File: config.mk
export PLATFORM = sky130hd
export DESIGN_NAME = bmss_top
export DESIGN_NICKNAME = d
export VERILOG_FILES = /design/src/logic/bmss_pkg.sv /design/src/logic/bmss_sync.sv /design/src/logic/bmss_preset_mem.sv /design/src/logic/bmss_top.sv
export SDC_FILE = /design/constraint.sdc
export NUM_CORES = 1
export LEC_CHECK = 0
export BUFFER_PORTS_ARGS = -buffer_cell sky130_fd_sc_hd__buf_2
export CAP_MARGIN = 20
export CORE_ASPECT_RATIO = 0.7
export CORE_UTILIZATION = 55
export CTS_CLUSTER_SIZE = 25
export DETAILED_ROUTE_END_ITERATION = 8
export GPL_TIMING_DRIVEN = 0
export PLACE_DENSITY = 0.83
export SYNTH_ARGS = -nofsm -noshare
export SYNTH_HDL_FRONTEND = slang
export SYNTH_SLANG_ARGS = --single-unit
File: constraint.sdc
create_clock -name clk -period 13.97 [get_ports clk]
set_clock_uncertainty 0.15 [all_clocks]
set_input_delay 2.794 -clock clk [delete_from_list [all_inputs] [get_ports clk]]
set_output_delay 2.794 -clock clk [all_outputs]
set_load 0.01 [all_outputs]
File: src/logic/bmss_pkg.sv
// constants shared by the binary multi-speed select block
// assumes an APB master with 32-bit data and word-aligned registers
package bmss_pkg;
  localparam int NUM_TERM = 8;
  localparam int NUM_PRESET = 16;
  localparam int IDX_W = 4;
  localparam int FREQ_W = 16;
  localparam int ADDR_W = 8;

  // byte offsets
  localparam logic [ADDR_W-1:0] OFS_METHOD = 8'h00;
  localparam logic [ADDR_W-1:0] OFS_TERM_LO = 8'h04;
  localparam logic [ADDR_W-1:0] OFS_TERM_HI = 8'h08;
  localparam logic [ADDR_W-1:0] OFS_MAX_FREQ = 8'h0C;
  localparam logic [ADDR_W-1:0] OFS_EDIT_VAL = 8'h10;
  localparam logic [ADDR_W-1:0] OFS_EDIT_IDX = 8'h14;
  localparam logic [ADDR_W-1:0] OFS_STORE = 8'h18;
  localparam logic [ADDR_W-1:0] OFS_STATUS = 8'h1C;
  localparam logic [ADDR_W-1:0] OFS_TARGET = 8'h20;
  localparam logic [ADDR_W-1:0] OFS_PRESET_RD = 8'h24;

  // speed-select method field
  localparam logic [1:0] METHOD_BINARY = 2'h0;
  localparam logic [1:0] METHOD_RST = 2'h0;

  // terminal function codes, one byte per terminal
  localparam int FUNC_W = 8;
  localparam logic [FUNC_W-1:0] FUNC_SEL_BIT0 = 8'h02;
  localparam logic [FUNC_W-1:0] FUNC_NONE = 8'h00;

  // 50 Hz in 0.01 Hz units
  localparam logic [FREQ_W-1:0] MAX_FREQ_RST = 16'h1388;

  // status fields
  localparam int ST_IDX_LSB = 0;
  localparam int ST_BINARY = 4;
  localparam int ST_CLAMP = 5;
  localparam int ST_BUSY = 6;
  localparam int ST_TERM_LSB = 8;

  typedef enum logic [0:0] {
    ST_INIT = 1'b0,
    ST_RUN = 1'b1
  } bmss_state_t;
endpackage : bmss_pkg

File: src/logic/bmss_sync.sv
// two-flop synchroniser for a group of asynchronous levels
// assumes each bit is an independent level; no bus coherency implied
`timescale 1ns/1ps
`default_nettype none
module bmss_sync #(
  parameter int WIDTH = 8
) (
  input wire logic clk,
  input wire logic reset,
  input wire logic [WIDTH-1:0] async,
  output logic [WIDTH-1:0] synced
);
  logic [WIDTH-1:0] meta_q;
  logic [WIDTH-1:0] sync_q;

  always_ff @(posedge clk or posedge reset) begin
    if (reset) begin
      meta_q <= '0;
      sync_q <= '0;
    end else begin
      meta_q <= async;
      sync_q <= meta_q;
    end
  end

  assign synced = sync_q;
endmodule : bmss_sync
`default_nettype wire

File: src/logic/bmss_preset_mem.sv
// preset store: one write port, two registered read ports
// assumes the owner clears it after reset; contents have no reset
`timescale 1ns/1ps
`default_nettype none
module bmss_preset_mem #(
  parameter int DEPTH = 16,
  parameter int WIDTH = 16,
  parameter int AW = 4
) (
  input wire logic clk,
  input wire logic wrEn,
  input wire logic [AW-1:0] wrAddr,
  input wire logic [WIDTH-1:0] wrData,
  input wire logic [AW-1:0] rdAddrA,
  output logic [WIDTH-1:0] rdDataA,
  input wire logic [AW-1:0] rdAddrB,
  output logic [WIDTH-1:0] rdDataB
);
  if (DEPTH > (1 << AW)) begin : g_bad_depth
    $error("bmss_preset_mem: DEPTH exceeds AW");
  end

  logic [WIDTH-1:0] mem [DEPTH];

  always_ff @(posedge clk) begin
    if (wrEn) begin
      mem[wrAddr] <= wrData;
    end
  end

  always_ff @(posedge clk) begin
    rdDataA <= mem[rdAddrA];
    rdDataB <= mem[rdAddrB];
  end
endmodule : bmss_preset_mem
`default_nettype wire

File: src/logic/bmss_top.sv
// binary multi-speed select: terminals to preset index to target frequency
// assumes an APB master on clk; terminals are asynchronous switch levels
`timescale 1ns/1ps
`default_nettype none
module bmss_top
  import bmss_pkg::*;
#(
  parameter int NTERM = NUM_TERM,
  parameter int NPRESET = NUM_PRESET
) (
  input wire logic clk,
  input wire logic reset,
  input wire logic psel,
  input wire logic penable,
  input wire logic pwrite,
  input wire logic [ADDR_W-1:0] paddr,
  input wire logic [31:0] pwdata,
  output logic [31:0] prdata,
  output logic pready,
  output logic pslverr,
  input wire logic [NTERM-1:0] termIn,
  output logic [FREQ_W-1:0] outputFrequencySetting,
  output logic [IDX_W-1:0] speedIndex,
  output logic targetClamped
);
  if (NTERM != NUM_TERM) begin : g_bad_nterm
    $error("bmss_top: NTERM must be 8");
  end
  if (NPRESET != NUM_PRESET) begin : g_bad_npreset
    $error("bmss_top: NPRESET must be 16");
  end
  if ((1 << IDX_W) != NUM_PRESET) begin : g_bad_idx
    $error("bmss_top: IDX_W must address every preset");
  end
  if (FREQ_W > 32) begin : g_bad_freq
    $error("bmss_top: FREQ_W must fit one data word");
  end
  if (NUM_TERM * FUNC_W != 64) begin : g_bad_term
    $error("bmss_top: terminal codes must fill two words");
  end
  if (ST_TERM_LSB + NUM_TERM > 32) begin : g_bad_status
    $error("bmss_top: status word too narrow for the terminals");
  end
  // two function-code words, terminals 0..3 then 4..7
  localparam int TERM_PER_WORD = 32 / FUNC_W;

  // register state
  logic [1:0] speedSelectMethod_q;
  logic [FUNC_W-1:0] termFunc_q [NUM_TERM];
  logic [FREQ_W-1:0] maxFrequencyLimit_q;
  logic [FREQ_W-1:0] editValue_q;
  logic [IDX_W-1:0] editIndex_q;
  logic storePulse_q;
  logic [31:0] prdata_q;
  logic pready_q;
  logic pslverr_q;

  // datapath state
  bmss_state_t state_q;
  logic [IDX_W-1:0] initIdx_q;
  logic [IDX_W-1:0] selIndex_q;
  logic [FREQ_W-1:0] target_q;
  logic clamp_q;
  logic readValid_q;

  logic [NUM_TERM-1:0] termSync;
  logic [FREQ_W-1:0] presetSel;
  logic [FREQ_W-1:0] presetEdit;
  logic [IDX_W-1:0] selBits;
  logic binaryMode;
  logic setupPhase;
  logic wrAccess;
  logic storeReq;
  logic memWrEn;
  logic [IDX_W-1:0] memWrAddr;
  logic [FREQ_W-1:0] memWrData;

  bmss_sync #(
    .WIDTH(NUM_TERM)
  ) u_sync (
    .clk(clk),
    .reset(reset),
    .async(termIn),
    .synced(termSync)
  );

  bmss_preset_mem #(
    .DEPTH(NUM_PRESET),
    .WIDTH(FREQ_W),
    .AW(IDX_W)
  ) u_mem (
    .clk(clk),
    .wrEn(memWrEn),
    .wrAddr(memWrAddr),
    .wrData(memWrData),
    .rdAddrA(selIndex_q),
    .rdDataA(presetSel),
    .rdAddrB(editIndex_q),
    .rdDataB(presetEdit)
  );

  // is terminal t assigned to select bit b
  function automatic logic funcIsBit(input logic [FUNC_W-1:0] code,
                                     input int b);
    funcIsBit = (code == FUNC_SEL_BIT0 + FUNC_W'(b));
  endfunction : funcIsBit

  function automatic logic [FREQ_W-1:0] minFreq(
      input logic [FREQ_W-1:0] a, input logic [FREQ_W-1:0] b);
    minFreq = (a > b) ? b : a;
  endfunction : minFreq

  assign binaryMode = (speedSelectMethod_q == METHOD_BINARY);

  // terminal on gives one, unassigned bit stays zero
  always_comb begin
    selBits = '0;
    for (int b = 0; b < IDX_W; b++) begin
      for (int t = 0; t < NUM_TERM; t++) begin
        if (funcIsBit(termFunc_q[t], b) && termSync[t]) begin
          selBits[b] = 1'b1;
        end
      end
    end
  end

  // index follows the inputs every cycle in binary mode, zero otherwise, no command needed
  always_ff @(posedge clk or posedge reset) begin
    if (reset) begin
      selIndex_q <= '0;
    end else if (binaryMode) begin
      selIndex_q <= selBits;
    end else begin
      selIndex_q <= '0;
    end
  end
  // (unassigned bits never set in selBits)
  // (no hold on selIndex_q)

  // target is clamped to the limit, never above it
  always_ff @(posedge clk or posedge reset) begin
    if (reset) begin
      target_q <= '0;
      clamp_q <= 1'b0;
    end else if (readValid_q) begin
      target_q <= minFreq(presetSel, maxFrequencyLimit_q);
      clamp_q <= (presetSel > maxFrequencyLimit_q);
    end else begin
      target_q <= '0;
      clamp_q <= 1'b0;
    end
  end

  // the read launched on the last clear edge may still see the old word
  always_ff @(posedge clk or posedge reset) begin
    if (reset) begin
      readValid_q <= 1'b0;
    end else begin
      readValid_q <= (state_q == ST_RUN);
    end
  end

  // clear the presets after reset so no unknown value reaches the target
  always_ff @(posedge clk or posedge reset) begin
    if (reset) begin
      state_q <= ST_INIT;
      initIdx_q <= '0;
    end else begin
      unique case (state_q)
        ST_INIT: begin
          initIdx_q <= initIdx_q + 1'b1;
          if (initIdx_q == IDX_W'(NUM_PRESET - 1)) begin
            state_q <= ST_RUN;
          end
        end
        ST_RUN: begin
          state_q <= ST_RUN;
        end
      endcase
    end
  end

  // stores during the clear are dropped
  always_comb begin
    if (state_q == ST_INIT) begin
      memWrEn = 1'b1;
      memWrAddr = initIdx_q;
      memWrData = '0;
    end else begin
      memWrEn = storePulse_q;
      memWrAddr = editIndex_q;
      memWrData = editValue_q;
    end
  end

  // APB: read data latched in setup, one access cycle, no wait states
  assign setupPhase = psel && !penable;
  assign wrAccess = psel && penable && pready_q && pwrite && !pslverr_q;
  // software must retry a store refused while busy
  assign storeReq = wrAccess && (paddr == OFS_STORE) && pwdata[0]
                    && (state_q == ST_RUN);

  function automatic logic addrMapped(input logic [ADDR_W-1:0] a);
    unique case (a)
      OFS_METHOD, OFS_TERM_LO, OFS_TERM_HI, OFS_MAX_FREQ, OFS_EDIT_VAL,
      OFS_EDIT_IDX, OFS_STORE, OFS_STATUS, OFS_TARGET,
      OFS_PRESET_RD: addrMapped = 1'b1;
      default: addrMapped = 1'b0;
    endcase
  endfunction : addrMapped

  always_ff @(posedge clk or posedge reset) begin
    if (reset) begin
      pready_q <= 1'b0;
      pslverr_q <= 1'b0;
    end else begin
      // error decided at setup so the access cycle needs no decode
      pready_q <= setupPhase;
      pslverr_q <= setupPhase && !addrMapped(paddr);
    end
  end

  always_ff @(posedge clk or posedge reset) begin
    if (reset) begin
      prdata_q <= '0;
    end else if (setupPhase && !pwrite) begin
      prdata_q <= '0;
      unique case (paddr)
        OFS_METHOD: prdata_q[1:0] <= speedSelectMethod_q;
        OFS_TERM_LO: prdata_q <= {termFunc_q[3], termFunc_q[2],
                                  termFunc_q[1], termFunc_q[0]};
        OFS_TERM_HI: prdata_q <= {termFunc_q[7], termFunc_q[6],
                                  termFunc_q[5], termFunc_q[4]};
        OFS_MAX_FREQ: prdata_q[FREQ_W-1:0] <= maxFrequencyLimit_q;
        OFS_EDIT_VAL: prdata_q[FREQ_W-1:0] <= editValue_q;
        OFS_EDIT_IDX: prdata_q[IDX_W-1:0] <= editIndex_q;
        OFS_STATUS: begin
          prdata_q[ST_IDX_LSB +: IDX_W] <= selIndex_q;
          prdata_q[ST_BINARY] <= binaryMode;
          prdata_q[ST_CLAMP] <= clamp_q;
          prdata_q[ST_BUSY] <= (state_q == ST_INIT);
          prdata_q[ST_TERM_LSB +: NUM_TERM] <= termSync;
        end
        OFS_TARGET: prdata_q[FREQ_W-1:0] <= target_q;
        OFS_PRESET_RD: prdata_q[FREQ_W-1:0] <= presetEdit;
        default: prdata_q <= '0;
      endcase
    end else begin
      // zero after every access cycle, back-to-back ones included
      prdata_q <= '0;
    end
  end

  always_ff @(posedge clk or posedge reset) begin
    if (reset) begin
      speedSelectMethod_q <= METHOD_RST;
      maxFrequencyLimit_q <= MAX_FREQ_RST;
      editValue_q <= '0;
      editIndex_q <= '0;
    end else if (wrAccess) begin
      unique case (paddr)
        OFS_METHOD: speedSelectMethod_q <= pwdata[1:0];
        OFS_MAX_FREQ: maxFrequencyLimit_q <= pwdata[FREQ_W-1:0];
        OFS_EDIT_VAL: editValue_q <= pwdata[FREQ_W-1:0];
        OFS_EDIT_IDX: editIndex_q <= pwdata[IDX_W-1:0];
        default: begin
        end
      endcase
    end
  end

  always_ff @(posedge clk or posedge reset) begin
    if (reset) begin
      for (int t = 0; t < NUM_TERM; t++) begin
        termFunc_q[t] <= FUNC_NONE;
      end
    end else if (wrAccess && paddr == OFS_TERM_LO) begin
      for (int t = 0; t < TERM_PER_WORD; t++) begin
        termFunc_q[t] <= pwdata[t*FUNC_W +: FUNC_W];
      end
    end else if (wrAccess && paddr == OFS_TERM_HI) begin
      for (int t = 0; t < TERM_PER_WORD; t++) begin
        termFunc_q[t+TERM_PER_WORD] <= pwdata[t*FUNC_W +: FUNC_W];
      end
    end
  end

  // store is a one-shot, the edit buffer alone never reaches the memory
  always_ff @(posedge clk or posedge reset) begin
    if (reset) begin
      storePulse_q <= 1'b0;
    end else begin
      storePulse_q <= storeReq;
    end
  end

  assign prdata = prdata_q;
  assign pready = pready_q;
  assign pslverr = pslverr_q;
  assign outputFrequencySetting = target_q;
  assign speedIndex = selIndex_q;
  assign targetClamped = clamp_q;
endmodule : bmss_top
`default_nettype wire

==> impl_results.md <==
* Comb pwr share at 0.024
* Row cnt at 59
* H-tree Lvls at 2
* GPL Wtd Cong at 0.986
* Synthesized flop and latch total at 468
* Resized cells post-CTS at 0
* Maxcap violations at 0
* Psw at 0.559 mW
* Cell family with most CP delay: buffers and inverters
* CTS buffer count at 43
* Hold/Removal Path Class: reg2reg
* First-pass DRT Iterations at 6
* Largest net degree at the start of global routing at 121
* Worst EP required at 14.21 ns
* DPL Wire Length at 44.4 mm
* CTS Buffer Depth at 3
* Final wirelength at 61.9 mm
* Fmax at 0.212 GHz
* Critical-path top delay cell: buf_1
* Total power at 2.70 mW
* RSZ-0062 raised after global routing: no
* Pleak at 9.93 nW
* Worst-path clk slew at 0.07 ns
* I/O Buffers at 106
* Sw Ratio at 0.207
* Gate count of the mapped netlist at 1265
* Syn_area_per_cell at 16.5 µm²
* Inst Count DP at 1877
* Clk Latency, worst-skew pair at 0.56 ns
* Dominant synthesized flop cell: edfxtp_1
* Final period utilization at 0.337
* Synth async-reset ratio at 0.385
* Antenna violations before repair at 3
* GRT overflow at 0
* Power per cell area at 113 mW/mm²
* Crit path largest cell delay at 0.86 ns
* Most frequent cells in the layout: edfxtp_1, dfrtp_1, mux4_2
* Fin nets at 1505
* Worst-Margin Slew at 1.11 ns
* Layout cells sized above 1 at 0.314
* Die Wd at 235 µm
* Flop pwr share at 0.538
* Starting DRC count in detailed routing at 2371
* Final-report hold violation count at 0
* Post-synth EDFFs at 256
* Yosys Warn Count at 0
* Fin area at 0.0238 mm²
* DR WL/cell at 31.6 µm
* Antenna cells at 0
* Vias in the first global route at 13200
* # fillers at 2510
* CTS sink cnt at 468
* Worst IR drop on VDD at 0.0000849 V
* First-pass GRT wire length at 87.4 mm
* Sum Neg Setup Slack at 0 ns
* Min Tclk post-route at 4.71 ns
* Yosys cell types at 63
* Postcts setup bufs at 0
* Fin cells at 1956
* Via count at 13700
* CORE AREA at 0.0373 mm²
* Residual DRC at 0
* Startpoint Class: primary input
* Register area share after synthesis at 0.616
* Clk root buf: clkbuf_16
* Crit path buffers/inverters at 3
* GRT Overall Usage at 0.318
* Setup CP Type: in2reg
* CTS tree: done
* Synthesis-to-finish area growth at 14.4%
* Final setup fails at 0
* Total I/O pin count at 108
* Crit-path cells: buf_2, buf_1, nand3b_1, o2111ai_1, clkbuf_1, a21oi_1
* Element type at the critical path end: flip-flop
* Clk network pwr share at 0.438
* Synth Cell Area at 0.0208 mm²
* Hold_buf cts at 0
* Initial Util at 0.559
* Die Footprint at 0.0387 mm²
* Via density at 7.00
* Pre-CTS setup slack at 8.83 ns
* Most common cell after layout, fill and taps aside: edfxtp_1
* Largest fanout on the critical path at 10
* P_int at 2.14 mW
* Post-placement cell area at 0.0224 mm²
* Post-Syn Nets at 1335
* Final slew viol count at 0
* Critical path arrival at 4.95 ns
* Final worst slack at 9.26 ns
* Die height at 165 µm
* ANT nets after route at 0
* Run status: finished clean
* Normalized max-slew margin at 0.262
-- path summary, 6_finish.rpt --
| path | startpoint | end | slack [ns] | cells after the start |
|---|---|---|---|---|
| setup / recovery | paddr[2] | prdata[6] | 9.26 | 6 |
| hold / removal | u_sync.meta_q[2] | u_sync.synced[2] | 0.20 | 0 |
| setup reg to reg | editIndex_q[1] | u_mem.mem[15][9] | 10.70 | 8 |
| hold reg to reg | u_sync.meta_q[2] | u_sync.synced[2] | 0.20 | 0 |
| max in group asynchronous | reset | prdata[1] | 10.61 | 3 |
| min in group asynchronous | reset | prdata[20] | 2.11 | 2 |
-- power by group through the flow --
stage / Combinational (mW) / Sequential, mW / Clock [mW]
floorplan: 0.0340 / 1.48 / 0
global placement: 0.0592 / 1.48 / 0
detailed placement: 0.0619 / 1.48 / 0
CTS: 0.0626 / 1.45 / 1.18
global route: 0.0683 / 1.45 / 1.23
finish: 0.0639 / 1.45 / 1.18
-- routing by layer --
metal / vias up / share of wire / GRT usage
li1: 5353 / - / -
met2: 1092 / 0.44 / 0.461
met4: 2 / 0.030 / 0.0930
met5: - / 0.00021 / 0
met3: 164 / 0.15 / 0.111
met1: 7079 / 0.38 / 0.457
-- final cells by class --
| class | count | area [µm²] | share of cell area |
|---|---|---|---|
| clock inverters | 10 | 72.6 | 0.00304 |
| inverters | 21 | 86.3 | 0.00362 |
| repair buffers | 125 | 928 | 0.0390 |
| multi-input cells | 692 | 7540 | 0.316 |
| well taps | 488 | 611 | 0.0256 |
| flip-flops and latches | 468 | 12800 | 0.539 |
| clock buffers | 68 | 1330 | 0.0559 |
| plain buffers | 84 | 427 | 0.0179 |
-- registers in the layout, summed over array words and instances, names as in the netlist, 16 cells and up --
register	cells
u_mem.mem	256
termFunc_q	64
prdata	32
editValue_q	16
maxFrequencyLimit_q	16
outputFrequencySetting	16
u_mem.rdDataA	16
u_mem.rdDataB	16
-- synthesized netlist by cell type (5+ instances only) --
master | instances | area (µm²)
buf_6 | 6 | 67.6
o31a_1 | 5 | 43.8
dfstp_2 | 5 | 131
and2_1 | 25 | 156
mux2_2 | 37 | 417
o21ai_0 | 16 | 80.1
nand4b_1 | 9 | 78.8
a22oi_1 | 34 | 255
nand3_1 | 21 | 105
and3_1 | 6 | 37.5
clkbuf_1 | 34 | 128
mux4_2 | 160 | 3600
nor2b_1 | 13 | 81.3
dfrtp_1 | 175 | 4380
nand3b_1 | 5 | 37.5
ha_1 | 17 | 213
buf_4 | 8 | 60.1
nor3_1 | 9 | 45.0
nor2_1 | 62 | 233
edfxtp_1 | 256 | 7690
dfxtp_1 | 32 | 641
buf_1 | 7 | 26.3
nand4_1 | 12 | 75.1
mux2i_1 | 32 | 320
mux2_1 | 58 | 653
buf_2 | 29 | 145
a21oi_1 | 27 | 135
o21ai_1 | 5 | 25.0
a31oi_1 | 9 | 56.3
inv_1 | 20 | 75.1
a221oi_1 | 5 | 43.8
nand2_1 | 63 | 236
-- kinds of logic (layout without fill, tap and decap cells) --
logic type,Yosys count,in the layout,share of synthesized area
buf+inv,105,308,0.0243
simple gates,255,255,0.0660
fa+ha+maj,17,17,0.0102
flops,468,468,0.616
mux,287,287,0.240
compound gates,129,129,0.0423
xor+xnor,4,4,0.00168
-- stage by stage --
stage,hold WS [ns],util
after global routing,0.203,0.639
after CTS,0.204,0.639
after global placement,0.184,0.590
after floorplan,0.181,-
after detailed placement,0.187,0.601
final,0.202,0.639
Note: power is estimated with default switching activity, not from simulation.
